$ cat config.mk
export PLATFORM = sky130hd
export DESIGN_NAME = level_vector_interrupt_router
export DESIGN_NICKNAME = d
export VERILOG_FILES = /design/src/lvir_pkg.sv /design/src/level_vector_interrupt_router.sv /design/src/lvir_level_pick.sv
export SDC_FILE = /design/constraint.sdc
export NUM_CORES = 1
export LEC_CHECK = 0
export ABC_AREA = 1
export BUFFER_PORTS_ARGS = -buffer_cell sky130_fd_sc_hd__buf_2
export CAP_MARGIN = 20
export CORE_AREA = 2 2 81 161
export CTS_CLUSTER_DIAMETER = 40
export CTS_CLUSTER_SIZE = 20
export DETAILED_ROUTE_END_ITERATION = 8
export DIE_AREA = 0 0 83 163
export PLACE_DENSITY = 0.76
export SETUP_SLACK_MARGIN = 0.05
export SLEW_MARGIN = 0
export SYNTH_ARGS = -nofsm -noshare
export SYNTH_HDL_FRONTEND = slang
export SYNTH_SLANG_ARGS = --single-unit
$ cat constraint.sdc
create_clock -name clock -period 7.7 [get_ports clock]
set_input_delay 0 -clock clock [delete_from_list [all_inputs] [get_ports clock]]
set_output_delay 0 -clock clock [all_outputs]
set_load 0.02 [all_outputs]
$ cat src/lvir_pkg.sv
package lvir_pkg;
  // Sizes of the interrupt structure
  localparam int NUM_SRC = 12;
  localparam int NUM_LVL = 8;
  localparam int RANK_W = 3;

  // Program start after any reset
  localparam logic [15:0] RESET_VECTOR = 16'h0100;

  // Vector addresses of the sources
  localparam logic [7:0] VEC_TIMER_A = 8'hf0;
  localparam logic [7:0] VEC_TIMER_B = 8'hf2;
  localparam logic [7:0] VEC_SERIAL = 8'hf4;
  localparam logic [7:0] VEC_WATCH = 8'hf6;
  localparam logic [7:0] VEC_PIN_BASE = 8'he0;
  localparam logic [7:0] VEC_STEP = 8'h02;

  // Source index layout: 0 timer A, 1 timer B, 2 serial, 3 watch, 4..11 pins
  localparam logic [3:0] SRC_TIMER_A = 4'h0;
  localparam logic [3:0] SRC_TIMER_B = 4'h1;
  localparam logic [3:0] SRC_SERIAL = 4'h2;
  localparam logic [3:0] SRC_WATCH = 4'h3;
  localparam logic [3:0] SRC_PIN0 = 4'h4;
  localparam logic [3:0] SRC_SHARED_PIN = 4'h8;

  // System mode register fields
  localparam int SYM_W = 5;
  localparam int SYM_GLOBAL_EN = 0;
  localparam int SYM_FAST_EN = 1;
  localparam logic [SYM_W-1:0] SYM_RESET = 5'h00;

  // Level mask and level priority reset values
  localparam logic [NUM_LVL-1:0] MASK_RESET = 8'h00;
  localparam logic [NUM_LVL*RANK_W-1:0] PRIO_RESET = 24'hfac688;

  // Controller sequence
  typedef enum logic [2:0] {
    ST_IDLE = 3'b000,
    ST_PUSH = 3'b001,
    ST_READ_HI = 3'b010,
    ST_READ_LO = 3'b011,
    ST_START = 3'b100
  } lvir_state_t;

  // Level that a source belongs to
  function automatic logic [2:0] lvir_level_of(input logic [3:0] src);
    if (src <= SRC_TIMER_B) begin
      return 3'h0;
    end else if (src >= SRC_SHARED_PIN) begin
      return 3'h7;
    end else begin
      return 3'(src - 4'h1);
    end
  endfunction

  // Vector address of a source
  function automatic logic [7:0] lvir_vector_of(input logic [3:0] src);
    case (src)
      SRC_TIMER_A: return VEC_TIMER_A;
      SRC_TIMER_B: return VEC_TIMER_B;
      SRC_SERIAL: return VEC_SERIAL;
      SRC_WATCH: return VEC_WATCH;
      default: return 8'(VEC_PIN_BASE + 8'(src - SRC_PIN0) * VEC_STEP);
    endcase
  endfunction
endpackage
$ cat src/level_vector_interrupt_router.sv
`timescale 1ns/1ps
// How it works
// Twelve maskable sources, each with own vector.
// Eight levels; timers share 0, pins 1.4-1.7 share 7.
// Between levels the priority register decides.
// Inside a level lowest vector wins, fixed.
// Vectors F0,F2,F4,F6 and E0..EE for pins.
// Rank zero is highest inside a level.
// Grant blocks other interrupts during stack push.
// Start address is vector byte plus next byte.
// Any reset starts execution at 0100H.
// Global enable instruction starts interrupt servicing.
// Global disable stops servicing at once.
// Both instructions only write mode bit 0.
// Startup software must issue the enable instruction.
// Reset clears global and fast enable bits.
// Mask bit zero masks a level, one passes.
// Request register shows one flag per level.
// Level request is OR of enabled pending sources.
// Arbiter picks only pending, unmasked, globally enabled.
module level_vector_interrupt_router
  import lvir_pkg::*;
(
  // Clock and reset
  input wire logic clock,
  input wire logic rst_b,
  input wire logic basicTimerReset,
  // Internal source events and controls
  input wire logic [3:0] periphEvent,
  input wire logic [NUM_SRC-1:0] sourceEnable,
  input wire logic [NUM_SRC-1:0] pendingClear,
  // External interrupt pins and edge choice
  input wire logic [7:0] extPin,
  input wire logic [7:0] pinRisingEdge,
  // Register writes from the core
  input wire logic maskWrite,
  input wire logic [NUM_LVL-1:0] maskData,
  input wire logic priorityWrite,
  input wire logic [NUM_LVL*RANK_W-1:0] priorityData,
  input wire logic modeWrite,
  input wire logic [SYM_W-1:0] modeData,
  input wire logic globalEnableInstr,
  input wire logic globalDisableInstr,
  // Core handshake
  input wire logic irqAck,
  input wire logic stackDone,
  input wire logic [7:0] romData,
  // Register views
  output logic [NUM_LVL-1:0] levelMask,
  output logic [NUM_LVL*RANK_W-1:0] levelPriority,
  output logic [SYM_W-1:0] systemMode,
  output logic [NUM_LVL-1:0] levelRequest,
  output logic [NUM_SRC-1:0] sourcePending,
  // Core side outputs
  output logic irqRequest,
  output logic [7:0] irqVector,
  output logic [2:0] irqLevel,
  output logic intBlocked,
  output logic romRead,
  output logic [15:0] romAddr,
  output logic pcLoad,
  output logic [15:0] pcValue
);
  lvir_state_t state;
  logic [7:0] pinS1, pinS2, pinS3, pinLevel;
  logic [7:0] pinEvent;
  logic [NUM_SRC-1:0] srcEvent;
  logic [NUM_SRC-1:0] activeSrc;
  logic [NUM_LVL-1:0] next_levelRequest;
  logic winValid;
  logic [2:0] winLevel;
  logic [3:0] winSrc;
  logic [7:0] grantVector;
  logic [7:0] addrHi;
  logic bootPending;

  // Three-stage pin synchroniser; the first stage feeds only the second
  always_ff @(posedge clock) begin
    if (!rst_b) begin
      pinS1 <= 8'h00;
      pinS2 <= 8'h00;
      pinS3 <= 8'h00;
    end else begin
      pinS1 <= extPin;
      pinS2 <= pinS1;
      pinS3 <= pinS2;
    end
  end

  // Settled pin level, taken only when stages two and three agree
  always_ff @(posedge clock) begin
    if (!rst_b) begin
      pinLevel <= 8'h00;
    end else begin
      for (int i = 0; i < 8; i++) begin
        if (pinS2[i] == pinS3[i]) begin
          pinLevel[i] <= pinS3[i];
        end
      end
    end
  end

  // Edge of the chosen polarity on a settled pin
  always_comb begin
    for (int i = 0; i < 8; i++) begin
      pinEvent[i] = (pinS2[i] == pinS3[i]) && (pinS3[i] != pinLevel[i])
        && (pinS3[i] == pinRisingEdge[i]);
    end
  end

  assign srcEvent = {pinEvent, periphEvent};

  // Sticky pending per source, cleared by software; a new event beats the clear
  always_ff @(posedge clock) begin
    if (!rst_b) begin
      sourcePending <= '0;
    end else begin
      sourcePending <= (sourcePending & ~pendingClear) | srcEvent;
    end
  end

  // Level request is the OR of the enabled pending sources of that level
  always_comb begin
    activeSrc = sourcePending & sourceEnable;
    next_levelRequest = '0;
    for (int s = 0; s < NUM_SRC; s++) begin
      if (activeSrc[s]) begin
        next_levelRequest[lvir_level_of(4'(s))] = 1'b1;
      end
    end
  end

  // Request register, one flag per level
  always_ff @(posedge clock) begin
    if (!rst_b) begin
      levelRequest <= '0;
    end else begin
      levelRequest <= next_levelRequest;
    end
  end

  // Level mask register
  always_ff @(posedge clock) begin
    if (!rst_b) begin
      levelMask <= MASK_RESET;
    end else if (maskWrite) begin
      levelMask <= maskData;
    end
  end

  // Level priority register: one rank per level
  always_ff @(posedge clock) begin
    if (!rst_b) begin
      levelPriority <= PRIO_RESET;
    end else if (priorityWrite) begin
      levelPriority <= priorityData;
    end
  end

  // System mode; the instructions touch only the global enable bit
  always_ff @(posedge clock) begin
    if (!rst_b) begin
      systemMode <= SYM_RESET;
    end else if (basicTimerReset) begin
      systemMode <= SYM_RESET;
    end else if (globalDisableInstr) begin
      systemMode[SYM_GLOBAL_EN] <= 1'b0;
    end else if (globalEnableInstr) begin
      systemMode[SYM_GLOBAL_EN] <= 1'b1;
    end else if (modeWrite) begin
      systemMode <= modeData;
    end
  end

  // Level arbitration over pending and unmasked levels
  lvir_level_pick levelPick (
    .request(levelRequest & levelMask),
    .rank(levelPriority),
    .valid(winValid),
    .level(winLevel)
  );

  // Fixed order inside the winning level: lowest source index, lowest vector
  always_comb begin
    winSrc = 4'h0;
    for (int s = NUM_SRC - 1; s >= 0; s--) begin
      if (activeSrc[s] && lvir_level_of(4'(s)) == winLevel) begin
        winSrc = 4'(s);
      end
    end
  end

  // Request to the core, dropped at once when disabled or busy
  always_ff @(posedge clock) begin
    if (!rst_b || basicTimerReset) begin
      irqRequest <= 1'b0;
      irqVector <= 8'h00;
      irqLevel <= 3'h0;
    end else if (state == ST_IDLE && !(irqRequest && irqAck)) begin
      irqRequest <= winValid && systemMode[SYM_GLOBAL_EN];
      irqVector <= lvir_vector_of(winSrc);
      irqLevel <= winLevel;
    end else begin
      irqRequest <= 1'b0;
    end
  end

  // Grant sequence: block, push, fetch two vector bytes, start routine
  always_ff @(posedge clock) begin
    if (!rst_b || basicTimerReset) begin
      state <= ST_IDLE;
      grantVector <= 8'h00;
    end else begin
      case (state)
        ST_IDLE: begin
          if (irqRequest && irqAck && systemMode[SYM_GLOBAL_EN]) begin
            state <= ST_PUSH;
            grantVector <= irqVector;
          end
        end
        ST_PUSH: begin
          if (stackDone) begin
            state <= ST_READ_HI;
          end
        end
        ST_READ_HI: begin
          state <= ST_READ_LO;
        end
        ST_READ_LO: begin
          state <= ST_START;
        end
        ST_START: begin
          state <= ST_IDLE;
        end
        default: begin
          state <= ST_IDLE;
        end
      endcase
    end
  end

  // Others stay blocked from grant until the routine starts
  always_ff @(posedge clock) begin
    if (!rst_b || basicTimerReset) begin
      intBlocked <= 1'b0;
    end else begin
      intBlocked <= (state == ST_IDLE && irqRequest && irqAck
        && systemMode[SYM_GLOBAL_EN]) || (state != ST_IDLE && state != ST_START);
    end
  end

  // Vector table reads; the ROM answers one cycle after the address
  always_ff @(posedge clock) begin
    if (!rst_b || basicTimerReset) begin
      romRead <= 1'b0;
      romAddr <= 16'h0000;
      addrHi <= 8'h00;
    end else begin
      romRead <= 1'b0;
      if (state == ST_PUSH && stackDone) begin
        romRead <= 1'b1;
        romAddr <= {8'h00, grantVector};
      end else if (state == ST_READ_HI) begin
        romRead <= 1'b1;
        romAddr <= {8'h00, 8'(grantVector + 8'h01)};
      end
      if (state == ST_READ_LO) begin
        addrHi <= romData;
      end
    end
  end

  // Program counter load: reset start, or routine start from the vector bytes
  always_ff @(posedge clock) begin
    if (!rst_b || basicTimerReset) begin
      bootPending <= 1'b1;
      pcLoad <= 1'b0;
      pcValue <= RESET_VECTOR;
    end else if (bootPending) begin
      bootPending <= 1'b0;
      pcLoad <= 1'b1;
      pcValue <= RESET_VECTOR;
    end else if (state == ST_START) begin
      pcLoad <= 1'b1;
      pcValue <= {addrHi, romData};
    end else begin
      pcLoad <= 1'b0;
    end
  end
endmodule

$ cat src/lvir_level_pick.sv
`timescale 1ns/1ps
module lvir_level_pick
  import lvir_pkg::*;
(
  // Levels that may win and their ranks
  input wire logic [NUM_LVL-1:0] request,
  input wire logic [NUM_LVL*RANK_W-1:0] rank,
  // Winning level
  output logic valid,
  output logic [2:0] level
);
  logic [RANK_W-1:0] bestRank;

  // Lowest rank wins; equal ranks fall to the lower level number
  always_comb begin
    valid = 1'b0;
    level = 3'h0;
    bestRank = '1;
    for (int i = 0; i < NUM_LVL; i++) begin
      if (request[i] && (!valid || rank[i*RANK_W +: RANK_W] < bestRank)) begin
        valid = 1'b1;
        level = 3'(i);
        bestRank = rank[i*RANK_W +: RANK_W];
      end
    end
  end
endmodule

Word-level counts from Yosys, hierarchy flattened
Cells that the tools add are included.
Word-level totals
  register bits after elaboration: 148
  latch bits: 0
  bits in writable memories: 0
  memory bits (read-only): 0
  input port bits: 99
  output and inout port bits: 104
  logic and storage cells: 306
  memories: 0
Cells by class
  $add $sub $neg: 3
  $mul: 0
  div/mod/pow operators: 0
  order comparisons: 31
  equality and inequality tests: 41
  shift operators: 0
  mux-type cells: 95
  bitwise operators: 20
  reductions and logical operators: 87
Operators with widths (number)
  $mux W8: 14
  $or A8 B8 Y8: 11
  $mux W3: 25
  $logic_and A1 B1 Y1: 56
  $lt A3 B4 Y1 const B: 12
  $mux W4: 12
  $demux W1 S3: 12
  $ge A3 B1 Y1 const B: 12
  $pmux W8 S4: 1
  $mux W1: 28
  $and A12 B12 Y12: 2
  $lt A3 B3 Y1: 7
  $eq A1 B1 Y1: 16
  $eq A3 B3 Y1 const A: 4
  $not A12 Y12: 1
  $or A12 B12 Y12: 1
  $pmux W3 S4: 1
  $logic_not A1 Y1: 9
  $logic_or A1 B1 Y1: 9
  $add A8 B1 Y8 const B: 1
  $and A8 B8 Y8: 1
  $eq A4 B2 Y1 const B: 2
  $ne A1 B1 Y1: 8
  $add A6 B6 Y7 const A: 1
  20 further kinds: 31

Depth between registers and ports, before layout
Gate-level depths: netlist of run 1.
  depth after elaboration: 47
  mapped depth: 71

Modules after synthesis
From an unflattened synthesis of run 1, not the netlist that was laid out.
Second synthesis, totals
  cell total of the unflattened synthesis: 864
  area total of the unflattened synthesis: 6160.9 um^2
By module, submodules not included
  level_vector_interrupt_router: times used 1, cells an instance 686, area an instance 5281.3 um^2, seq. area each 2862.7 um^2
  lvir_level_pick: times used 1, cells an instance 178, area an instance 879.6 um^2, seq. area each 0.0 um^2

Worst setup path before layout of run 1
No wires, ideal clock.
  kind: register -> register
  from: reg levelMask[0]
  to: reg irqVector[2]
  arrival: 7037 ps
  data required time: 7568 ps
  slack: 530 ps
  stages on the path, launching flop included: 63
  path buffers: 1
  clock period less this slack: 7170 ps
  cells stage by stage: dfxtp_1 -> nand2_2 -> nor2_1 -> nand2_1 -> nand2_1 -> nand2_2 -> nand3_2 -> o22ai_1 -> ha_1 -> nand2_1 -> inv_2 -> nand2_1 -> nand2_1 -> nand2_2 -> nand2_2 -> o21ai_0 -> ha_1 -> nand2_1 -> [27 not listed] -> nand2_1 -> o21ai_0 -> ha_1 -> a21oi_1 -> nand2_1 -> nand2_1 -> nand2_2 -> buf_6 -> nand2_2 -> nor2_1 -> nor4_1 -> ha_1 -> inv_1 -> o21ai_0 -> o21bai_1 -> nor2_1 -> nand2_1 -> a21oi_2
Between the ends
  longest elaborated chain between the ends: 47
  elaborated cells between the ends (all ways): 89
RTL lines
  from (decl): line level_vector_interrupt_router.sv:49  | output logic [NUM_LVL-1:0] levelMask,
  from (signal assigned): line level_vector_interrupt_router.sv:147  | levelMask <= maskData;
  $and A8 B8 Y8 (*): line level_vector_interrupt_router.sv:177  | .request(levelRequest & levelMask),
  $mux W3 / $mux W1 (equally long branches): line lvir_level_pick.sv:20  | if (request[i] && (!valid || rank[i*RANK_W +: RANK_W] < bestRank)) begin
  $lt A3 B3 Y1 / $logic_not A1 Y1 (equally long branches): line lvir_level_pick.sv:20
  $logic_or A1 B1 Y1: line lvir_level_pick.sv:20
  $logic_and A1 B1 Y1: line lvir_level_pick.sv:20
  $mux W3 / $mux W1 (equally long branches): line lvir_level_pick.sv:20
  $lt A3 B3 Y1 / $logic_not A1 Y1 (equally long branches): line lvir_level_pick.sv:20
  $logic_or A1 B1 Y1: line lvir_level_pick.sv:20
  [21 not listed]
  $mux W3 (*): line lvir_level_pick.sv:20
  $eq A3 B3 Y1: line level_vector_interrupt_router.sv:187  | if (activeSrc[s] && lvir_level_of(4'(s)) == winLevel) begin
  $logic_and A1 B1 Y1: line level_vector_interrupt_router.sv:187
  $mux W4 (11 in series): line level_vector_interrupt_router.sv:187
  $mux W4 (*): line level_vector_interrupt_router.sv:187
  $sub A4 B3 Y5: line lvir_pkg.sv:63  | default: return 8'(VEC_PIN_BASE + 8'(src - SRC_PIN0) * VEC_STEP);
  $add A6 B6 Y7: line lvir_pkg.sv:63
  $pmux W8 S4 (*): line lvir_pkg.sv:58  | case (src)
  to (signal assigned): line level_vector_interrupt_router.sv:201  | irqVector <= lvir_vector_of(winSrc);
  to (decl): line level_vector_interrupt_router.sv:56  | output logic [7:0] irqVector,
Mark *: on every way between the ends. The rest lies on a longest branch, timed or not.
A chain may end at the register's enable or synchronous reset.

Worst setup path in the final report of run 1
  from: reg levelPriority[2]
  to: reg irqVector[2]
Between the ends
  longest elaborated chain between the ends: 46
  elaborated cells between the ends (all ways): 86
RTL lines
  from (decl): line level_vector_interrupt_router.sv:50  | output logic [NUM_LVL*RANK_W-1:0] levelPriority,
  from (signal assigned): line level_vector_interrupt_router.sv:156  | levelPriority <= priorityData;
  $mux W3 (*): line lvir_level_pick.sv:20
  $lt A3 B3 Y1: line lvir_level_pick.sv:20
  $logic_or A1 B1 Y1: line lvir_level_pick.sv:20
  $logic_and A1 B1 Y1: line lvir_level_pick.sv:20
  $mux W3 / $mux W1 (equally long branches): line lvir_level_pick.sv:20
  $lt A3 B3 Y1 / $logic_not A1 Y1 (equally long branches): line lvir_level_pick.sv:20
  $logic_or A1 B1 Y1: line lvir_level_pick.sv:20
  $logic_and A1 B1 Y1: line lvir_level_pick.sv:20
  [20 not listed]
  $mux W3 (*): line lvir_level_pick.sv:20
  $eq A3 B3 Y1: line level_vector_interrupt_router.sv:187
  $logic_and A1 B1 Y1: line level_vector_interrupt_router.sv:187
  $mux W4 (11 in series): line level_vector_interrupt_router.sv:187
  $mux W4 (*): line level_vector_interrupt_router.sv:187
  $sub A4 B3 Y5: line lvir_pkg.sv:63
  $add A6 B6 Y7: line lvir_pkg.sv:63
  $pmux W8 S4 (*): line lvir_pkg.sv:58
Marks and branches as above.

==> impl_metrics.toml, run 1 <==
[status]
run_status = "finished, final reports clean"

[global_routing]
gr-total-overflow = 0
largest_net_degree_at_the_start_of_global_routing = 60
via_count_of_the_first_global_routing_pass = 6273
grt_util_overall_pct = 25.9
grt_antenna_before_repair = 0
grt_pass1_wl_microns = 28700

[timing]
timing.final.crit_share_pct = 96.9
timing.setup.tns_ns = 0
finalHoldViolations = 0
worst_slew_margin_rel_pct = 32.5
setup_skew_after_layout_ns = 0.00951
finalWorstPathRequiredPeriod_ns = 7.46
timing.final.setup_violations = 0
setup_slack_ns = 0.237
achievable-frequency_mhz = 134
tightest_slew_ns = 1.01
slew_viol_final = 0

[setup_path]
worst_r2r_startpoint = "levelPriority[2]$_SDFFE_PN0P_"
crit_path_launch_type = "flop"
worstRegToRegCells = 68
critPathArrivalTime_ns = 7.73
endpoint_kind = "flop"
crit_required_ns = 7.97
path_depth = 68
slowest_delay_ns = 0.44
critical_path_peak_fanout = 7
timing_worst_setup_path_type = "flop to flop"
setup.worst_path.end = "irqVector[2]$_SDFFE_PP0P_"
slowest_stage = "dfxtp_1"
timing.rr.end = "irqVector[2]$_SDFFE_PP0P_"
critical_path_buf_inv_count = 7
r2r_setup_slack_ns = 0.24
setup.worst_path.start = "levelPriority[2]$_SDFFE_PN0P_"
worst_path_most_repeated_cell = "nand2_2"
crit_family = "simple AND/OR/NAND/NOR gates"

[cells_and_area]
post_route_cells_drive_above_1_share_pct = 26.3
layout.core_utilization_pct = 73.1
final_cells = 1330
nets = 1277
antenna-diode-count = 0
layout_stage_area_growth_over_the_synthesis_result_pct = 49.4

[placement]
io_buffers = 193
dpl_ws_ns = -0.289
place_congestion = 0.935
dp.cells = 1180
hpwl_dp_microns = 11200

[logic_synthesis]
post_synth_inst_count = 859
netlist_top_cells_area = "dfxtp_1 (47%), nand2_1 (13%), inv_1 (7.1%), o21ai_0 (6.8%), nor2_1 (6.4%)"
synth-seq-cells = 143
synth.cells.most_frequent = "nand2_1 (216), dfxtp_1 (143), inv_1 (114)"
synth.distinct_cells = 27
synthDominantAreaCellType = "dfxtp_1"
synth-main-ff-cell = "dfxtp_1"
synth_enable_flop_cells = 0
average_size_of_a_mapped_cell_sq_um = 7.06
synth.yosys.seq_area_share_pct = 47.2
yosys_warnings = 0
post_synth_instance_area_sq_um = 6070
synth_top_area_share_pct = 47.2
yosys.cell_count.top_type = "nand2_1"
synth_async_sr_flop_share_pct = 0

[drt]
met3_length_microns = 1310
drt_drc_violations_left = 0
top_metal_layer_carrying_routed_signals = "met4"
final_antenna_net_count = 0
finalWirelength_microns = 19100
detailedRoute.firstPassIterationCount = 5
m1WireLength_microns = 7440
route.detailed.wl_per_inst_microns = 14.4
route.met2.wl_microns = 9690
route.vias.total = 6798
drt_iter0_markers = 439
vias_per_cell = 5.11

[cts]
number_of_h_tree_branching_levels = 4
clk_slew_on_worst_s_h_paths_ns = 0.06
cts_made_buffers = 17
cts.root.buffer_cell = "clkbuf_16"
clock_sink_count = 143
worst_skew_pair.late_latency_ns = 0.42
ctsLongestPathBuffers = 2
cts_tree = "built"

[floorplanning]
io_pins = 203
core_sq_um = 12400
die_height_microns = 163
chipWidth_microns = 83
die_area_sq_um = 13500
rows = 58
initial_utilization_pct = 48.9

[hold_path]
holdCritPathClass = "input port to flop"

[pwr]
irDropWorstVdd_mv = 0.178
finalPower_mw = 1.80
leakage_nw = 4.67
pwr_density_cell_nw_per_um2 = 199

[run]
drv.max_cap_violation_count = 0
worst min-delay path, cell delays in order:
cell	delay [ns]
buf_2	0.09
nor3_1	0.08
o21ai_0	0.17
nor2_1	0.05
repair_timing:
| item | in CTS | in global routing |
|---|---|---|
| setup endpoints to repair | 4 | 4 |
| buffers inserted | 1 | 18 |
| gates resized for setup | 4 | 62 |
| cloned | 0 | 1 |
| pin swaps | 1 | 38 |
| endpoints found under the hold margin | 81 | 0 |
| hold buffers | 98 | 0 |
cells in the final DEF, fill, tap and decap left out, drive strengths merged:
| cell type | synthesis | layout |
|---|---|---|
| nand2 | 232 | 233 |
| buf | 13 | 214 |
| dfxtp | 143 | 143 |
| inv | 115 | 123 |
| nor2 | 104 | 104 |
| dlygate4sd3 | 0 | 98 |
| o21ai | 83 | 83 |
| a21oi | 74 | 74 |
| nand3 | 38 | 38 |
| clkbuf | 19 | 18 |
| ha | 11 | 11 |
| conb | 1 | 9 |
| clkinv | 7 | 7 |
| nand4 | 5 | 5 |
| nor3 | 5 | 5 |
| clkinvlp | 0 | 4 |
| o21bai | 4 | 4 |
| o22ai | 3 | 3 |
| bufinv | 0 | 2 |
| nor4 | 1 | 1 |
| a211oi | 1 | 1 |
registers in the layout, summed over array words and instances, names as in the netlist, 3 cells and up:
signal / cells
irqLevel: 3
romAddr: 7
levelPriority: 24
grantVector: 6
levelMask: 8
sourcePending: 12
state: 3
systemMode: 5
pinS3: 8
addrHi: 8
irqVector: 6
levelRequest: 8
pinS2: 8
pcValue: 16
pinS1: 8
pinLevel: 8
how the worst min path moves through the flow:
stage	startpoint	end	slack, ns	cells past startpoint
final	globalEnableInstr	systemMode[1]$_SDFFE_PP0P_	0.02	4
after CTS	globalEnableInstr	systemMode[1]$_SDFFE_PP0P_	0.001	4
after global routing	globalEnableInstr	systemMode[1]$_SDFFE_PP0P_	0.03	4
after floorplan	globalDisableInstr	systemMode[0]$_SDFFE_PP0P_	0.08	1
after detailed placement	extPin[2]	pinS1[2]$_SDFF_PN0_	0.19	3
after global placement	extPin[1]	pinS1[1]$_SDFF_PN0_	0.19	3
per-layer routing:
metal | global-route usage, % | up-vias
li1 | - | 3299
met2 | 45.1 | 318
met4 | 12.4 | 0
met3 | 5.93 | 60
met1 | 29.6 | 3121
met5 | 0 | -
kinds of logic after synthesis:
family                     share of synthesized area [%]
and+or+nand+nor                                     26.2
adders and majority gates                           2.27
other                                             0.0618
AOI/OAI and AO/OA                                   14.0
buffers and inverters                               10.3
DFF                                                 47.2
power breakdown:
| group | switching, mW | internal [mW] |
|---|---|---|
| Clock | 0.338 | 0.491 |
| Combinational | 0.104 | 0.0868 |
| Sequential | 0.0205 | 0.761 |
final cells by class:
type | count | area, sq um
Timing Repair Buffer | 312 | 2100
Clock buffer | 18 | 439
Sequential cell | 143 | 2870
Fill cell | 877 | 3340
Multi-Input combinational cell | 571 | 2850
Tap cell | 150 | 188
Clock inverter | 14 | 156
Inverter | 122 | 458
per-stage QoR:
| step | hold WS, ns | area, sq um |
|---|---|---|
| 2_1_floorplan | 0.0785 | 6100 |
| 3_3_place_gp | 0.185 | 7100 |
| 3_5_place_dp | 0.186 | 7100 |
| 4_1_cts | 0.00112 | 8690 |
| 5_1_grt | 0.0282 | 9070 |
| 6_report | 0.0237 | 9070 |
No activity file was read; power rests on OpenSTA's default activity.
==> run 2, diff against run 1 <==
- BUFFER_PORTS_ARGS: -buffer_cell sky130_fd_sc_hd__buf_2 -> -buffer_cell sky130_fd_sc_hd__buf_4
==> run 2 against run 1 <==
Compared with the run above: critical path depth is 1 higher; flip-flop and latch count unchanged; clock skew down 0.0011 ns; combinational power rose by 13%; design area increased by 5.4%.
==> impl_metrics.toml, run 2 (synthesis results as in run 1) <==
[status]
run_status = "finished, final reports clean"

[setup_path]
worstRegToRegCells = 69
r2r_setup_slack_ns = 0.36
worst_path_most_repeated_cell = "nand2_1"
critical_path_peak_fanout = 8
slowest_delay_ns = 0.37
worst_r2r_startpoint = "levelRequest[0]$_SDFF_PN0_"
crit_path_launch_type = "flop"
slowest_stage = "dfxtp_4"
endpoint_kind = "flop"
critPathArrivalTime_ns = 7.62
crit_required_ns = 7.97
timing.rr.end = "irqVector[2]$_SDFFE_PP0P_"
timing_worst_setup_path_type = "flop to flop"

[cts]
ctsLongestPathBuffers = 2
cts_tree = "built"
number_of_h_tree_branching_levels = 4
clock_sink_count = 143
cts.root.buffer_cell = "clkbuf_16"
cts_made_buffers = 17
clk_slew_on_worst_s_h_paths_ns = 0.06
worst_skew_pair.late_latency_ns = 0.42

[placement]
place_congestion = 0.902
hpwl_dp_microns = 11300
io_buffers = 193
dp.cells = 1180

[timing]
timing.final.crit_share_pct = 95.4
timing.final.setup_violations = 0
setup_skew_after_layout_ns = 0.00845
slew_viol_final = 0
achievable-frequency_mhz = 136
worst_slew_margin_rel_pct = 30.9
finalWorstPathRequiredPeriod_ns = 7.34
tightest_slew_ns = 1.03
finalHoldViolations = 0

[cells_and_area]
nets = 1282
layout_stage_area_growth_over_the_synthesis_result_pct = 57.5
layout_common_cells = "nand2_1 (214), buf_4 (204), dfxtp_1 (139)"
largest_register_ffs = 24
antenna-diode-count = 0
layout.core_utilization_pct = 77.0
registers.top_by_ff_count = "levelPriority"
top_regs = "levelPriority: 24 flops, pcValue: 16 flops, sourcePending: 12 flops"
final_common_cell = "nand2_1"
post_route_cells_drive_above_1_share_pct = 23.8
final_cells = 1335

[hold_path]
holdCritPathClass = "input port to flop"
worst_hold_path.num_cells = 5
hold_path.startpoint = "sourceEnable[8]"
hold_path_end = "levelRequest[7]$_SDFF_PN0_"

[global_routing]
grt_util_overall_pct = 26.7
use_met1_pct = 31.5
gr-total-overflow = 0
grt-busiest-layer = "met2"
grt.met3_usage_pct = 6.28
grt_pass1_wl_microns = 29700
grt.met2_usage_pct = 46.4
grt_antenna_before_repair = 0
largest_net_degree_at_the_start_of_global_routing = 60
via_count_of_the_first_global_routing_pass = 6339

[floorplanning]
io_pins = 203
chipWidth_microns = 83
initial_utilization_pct = 48.9
core_sq_um = 12400
die_area_sq_um = 13500
rows = 58
die_height_microns = 163

[drt]
final_antenna_net_count = 0
route.detailed.wl_per_inst_microns = 14.1
vias_per_cell = 5.00
route.vias.total = 6674
drt_drc_violations_left = 0
detailedRoute.firstPassIterationCount = 5
drt_iter0_markers = 326
finalWirelength_microns = 18800

[run]
drv.max_cap_violation_count = 0

[pwr]
pwr_density_cell_nw_per_um2 = 195
irDropWorstVdd_mv = 0.174
leakage_nw = 4.77
==> run 2: critical path: cells and delay by family, from the launching register on <==
family,cells,cell delay [ns]
flops,1,0.37
buf+inv,8,0.59
fa+ha+maj,7,1.79
simple gates,44,3.47
compound gates,10,0.96
==> run 2: power breakdown <==
group | leakage (nW) | switching [mW] | internal, mW | total (mW)
Combinational | 3.30 | 0.103 | 0.112 | 0.215
Sequential | 1.17 | 0.0206 | 0.761 | 0.782
Clock | 0.301 | 0.345 | 0.522 | 0.867
==> run 2: stage by stage <==
step | total power [mW] | hold WS (ns) | setup TNS (ns) | area, sq um | worst slack (ns)
after floorplan | 0.877 | 0.0785 | 0 | 6100 | 0.530
after global placement | 0.954 | 0.177 | 0 | 7580 | 0.0836
after detailed placement | 0.956 | 0.178 | -0.425 | 7580 | -0.215
after CTS | 1.86 | 0.000817 | 0 | 9340 | 0.0699
after global routing | 1.92 | 0.0660 | -0.352 | 9560 | -0.183
final | 1.86 | 0.00928 | 0 | 9560 | 0.356
==> run 2: area by class of cell <==
cell class / instances / area, sq um
Clock buffer: 17 / 425
Clock inverter: 15 / 200
Fill cell: 847 / 2850
Inverter: 122 / 458
Multi-Input combinational cell: 571 / 2750
Sequential cell: 143 / 2870
Tap cell: 150 / 188
Timing Repair Buffer: 317 / 2660
==> run 2: timing repair <==
action                                  in CTS  in global routing
pin swaps                                    1                  5
endpoints found under the hold margin       82                  0
endpoints found under the setup margin       4                  4
gates resized for setup                      5                 33
buffers inserted                             0                  9
hold buffers                               113                  0
cloned                                       0                  1
==> run 2: worst max-delay path by stage <==
stage | start | to | slack (ns) | depth (start not counted)
floorplan | levelMask[0]$_SDFFE_PN0P_ | irqVector[2]$_SDFFE_PP0P_ | 0.53 | 62
global placement | levelMask[0]$_SDFFE_PN0P_ | irqVector[2]$_SDFFE_PP0P_ | 0.08 | 64
detailed placement | levelMask[0]$_SDFFE_PN0P_ | irqVector[2]$_SDFFE_PP0P_ | -0.22 | 64
CTS | levelMask[0]$_SDFFE_PN0P_ | irqVector[2]$_SDFFE_PP0P_ | 0.07 | 64
global route | levelRequest[0]$_SDFF_PN0_ | irqVector[2]$_SDFFE_PP0P_ | -0.18 | 71
finish | levelRequest[0]$_SDFF_PN0_ | irqVector[2]$_SDFFE_PP0P_ | 0.36 | 69
==> run 2: layer usage <==
| metal | wire length, microns | share of wire [%] |
|---|---|---|
| met5 | 0 | 0 |
| met4 | 569 | 3.0 |
| met3 | 1070 | 5.7 |
| met2 | 9440 | 50 |
| met1 | 7680 | 41 |
==> run 3, diff against run 2 <==
- CELL_PAD_IN_SITES_DETAIL_PLACEMENT: not set -> 1
- CELL_PAD_IN_SITES_GLOBAL_PLACEMENT: not set -> 2
- CORE_AREA: 2 2 81 161 -> 2 2 110 218
- DIE_AREA: 0 0 83 163 -> 0 0 112 220
- PLACE_DENSITY: 0.76 -> 0.77
==> run 3 against run 2 <==
Compared with the run above: the flow now finishes with violations (negative hold slack); non-clock buffer count grew 26; count of clock-buffer cells in the layout grew 4; wire length grew 23%; clock skew shrank 0.00063 ns; power shrank 0.14%; via count grew 0.67%; design area grew 5.3%; combinational power grew 7%; critical endpoint unchanged; largest cell class is now multi-input gates.
==> impl_metrics.toml, run 3 (synthesis results as in run 1) <==
[cts]
number_of_h_tree_branching_levels = 4
ctsLongestPathBuffers = 2
clk_slew_on_worst_s_h_paths_ns = 0.06
clock_sink_count = 143
cts_tree = "built"
cts.root.buffer_cell = "clkbuf_16"
worst_skew_pair.late_latency_ns = 0.44
cts_made_buffers = 17

[setup_path]
critPathArrivalTime_ns = 7.53
endpoint_kind = "flop"
critical_path_peak_fanout = 7
crit_path_launch_type = "flop"
worst_path_most_repeated_cell = "nand2_2"
crit_required_ns = 8.00
worst_r2r_startpoint = "levelPriority[1]$_SDFFE_PN0P_"
timing.rr.end = "irqVector[2]$_SDFFE_PP0P_"
r2r_setup_slack_ns = 0.46
timing_worst_setup_path_type = "flop to flop"
worstRegToRegCells = 66
slowest_delay_ns = 0.34
slowest_stage = "dfxtp_2"

[global_routing]
grt_antenna_before_repair = 0
grt_pass1_wl_microns = 35100
grt_util_overall_pct = 18.5
gr-total-overflow = 0
via_count_of_the_first_global_routing_pass = 7016
largest_net_degree_at_the_start_of_global_routing = 60

[cells_and_area]
layout_stage_area_growth_over_the_synthesis_result_pct = 65.8
top_regs = "levelPriority: 24 flops, pcValue: 16 flops, sourcePending: 12 flops"
nets = 1308
layout.core_utilization_pct = 43.5
post_route_cells_drive_above_1_share_pct = 26.7
registers.top_by_ff_count = "levelPriority"
postLayoutCellArea_sq_um = 10100
antenna-diode-count = 0
layout_common_cells = "buf_4 (223), nand2_1 (201), dfxtp_1 (140)"
final_common_cell = "buf_4"
largest_register_ffs = 24

[placement]
place_area_sq_um = 7780
io_buffers = 193
place_congestion = 0.806
hpwl_dp_microns = 16300

[drt]
route.detailed.wl_per_inst_microns = 15.5
drt_iter0_markers = 227
vias_per_cell = 4.50
detailedRoute.firstPassIterationCount = 4
route.vias.total = 6719
final_antenna_net_count = 0
drt_drc_violations_left = 0
finalWirelength_microns = 23100

[status]
failed_checks = "negative hold slack"
run_status = "finished, violations left"

[pwr]
leakage_nw = 4.93
finalPower_mw = 1.86
pwr_density_cell_nw_per_um2 = 185
irDropWorstVdd_mv = 0.218

[timing]
timing.final.crit_share_pct = 94.0
setup_skew_after_layout_ns = 0.00782
finalWorstPathRequiredPeriod_ns = 7.24
finalHoldViolations = 1
timing.final.setup_violations = 0
hold-worst-slack_ns = -0.0199
achievable-frequency_mhz = 138
worst_slew_margin_rel_pct = 47.4
tightest_slew_ns = 0.789
slew_viol_final = 0

[floorplanning]
die_height_microns = 220
chipWidth_microns = 112
core_sq_um = 23100
rows = 79
die_area_sq_um = 24600
io_pins = 203
initial_utilization_pct = 26.2

[hold_path]
worst_hold_path.num_cells = 3
holdCritPathClass = "input port to flop"
hold_path.startpoint = "sourceEnable[1]"
hold_path_end = "levelRequest[0]$_SDFF_PN0_"

[run]
drv.max_cap_violation_count = 0
[run 3: cell count changes in the layout (fill, tap and decap cells not counted), moves of 3 or more]
cell,change
buf_4,+19
nand2_1,-13
nand2_2,+7
dlygate4sd3_1,+6
inv_6,-5
inv_2,+4
nand2_4,+4
nor2_1,-4
clkinv_2,+3
inv_8,-3
nor2_4,+3
[run 3: routing by layer]
| layer | up-vias | global-route usage [%] | wire length (microns) |
|---|---|---|---|
| li1 | 3361 | - | - |
| met1 | 3159 | 16.6 | 8060 |
| met2 | 165 | 38.6 | 13600 |
| met3 | 34 | 3.80 | 850 |
| met4 | 0 | 7.72 | 633 |
| met5 | - | 0 | 0 |
[run 3: area by class of cell]
cell class / count / area [sq um]
fillers: 2813 / 13100
multi-input cells: 571 / 2900
repair buffers: 343 / 2880
flip-flops and latches: 143 / 2870
clock buffers: 21 / 460
inverters: 122 / 458
well taps: 283 / 354
clock inverters: 10 / 138
[run 3: what timing repair did]
| item | 4_1_cts | 5_1_grt |
|---|---|---|
| cloned | 0 | 1 |
| gates resized for setup | 7 | 71 |
| endpoints found under the hold margin | 82 | 0 |
| pin swaps | 1 | 41 |
| hold buffers | 119 | 0 |
| buffers inserted | 1 | 23 |
| endpoints found under the setup margin | 4 | 4 |
[run 3: worst max path at each step]
stage                                             start  cells past startpoint  slack [ns]                         to
final                     levelPriority[1]$_SDFFE_PN0P_                     66        0.46  irqVector[2]$_SDFFE_PP0P_
after global routing          levelMask[0]$_SDFFE_PN0P_                     67       -0.08  irqVector[2]$_SDFFE_PP0P_
after CTS                     levelMask[0]$_SDFFE_PN0P_                     64        0.10  irqVector[2]$_SDFFE_PP0P_
after detailed placement      levelMask[0]$_SDFFE_PN0P_                     64       -0.40  irqVector[2]$_SDFFE_PP0P_
after global placement        levelMask[0]$_SDFFE_PN0P_                     64        -0.1  irqVector[2]$_SDFFE_PP0P_
after floorplan               levelMask[0]$_SDFFE_PN0P_                     62        0.53  irqVector[2]$_SDFFE_PP0P_
[run 3: power by group]
group	internal, mW	switching (mW)	total (mW)	leakage [nW]
sequential	0.761	0.0212	0.783	1.17
clock	0.523	0.326	0.849	0.289
combinational	0.119	0.111	0.230	3.47
[run 3: per-stage QoR]
stage                     TNS [ns]  cells  worst slack [ns]  hold slack, ns
after floorplan                  0    867             0.530          0.0785
after global placement      -0.194   1318           -0.0996           0.180
after detailed placement    -0.934   1318            -0.398           0.180
after CTS                        0   1469             0.103         0.00474
after global routing        -0.227   1493           -0.0810          0.0147
final                            0   1493             0.462         -0.0199
[run 3: worst max-delay path, delay by kind of cell (launching register included)]
| family | cells | cell delay (ns) |
|---|---|---|
| AND/OR/NAND/NOR | 40 | 3.14 |
| adder cells (fa/ha/maj) | 7 | 1.85 |
| flip-flops | 1 | 0.34 |
| buffers and inverters | 9 | 0.47 |
| AO/OA/AOI/OAI | 10 | 1.27 |
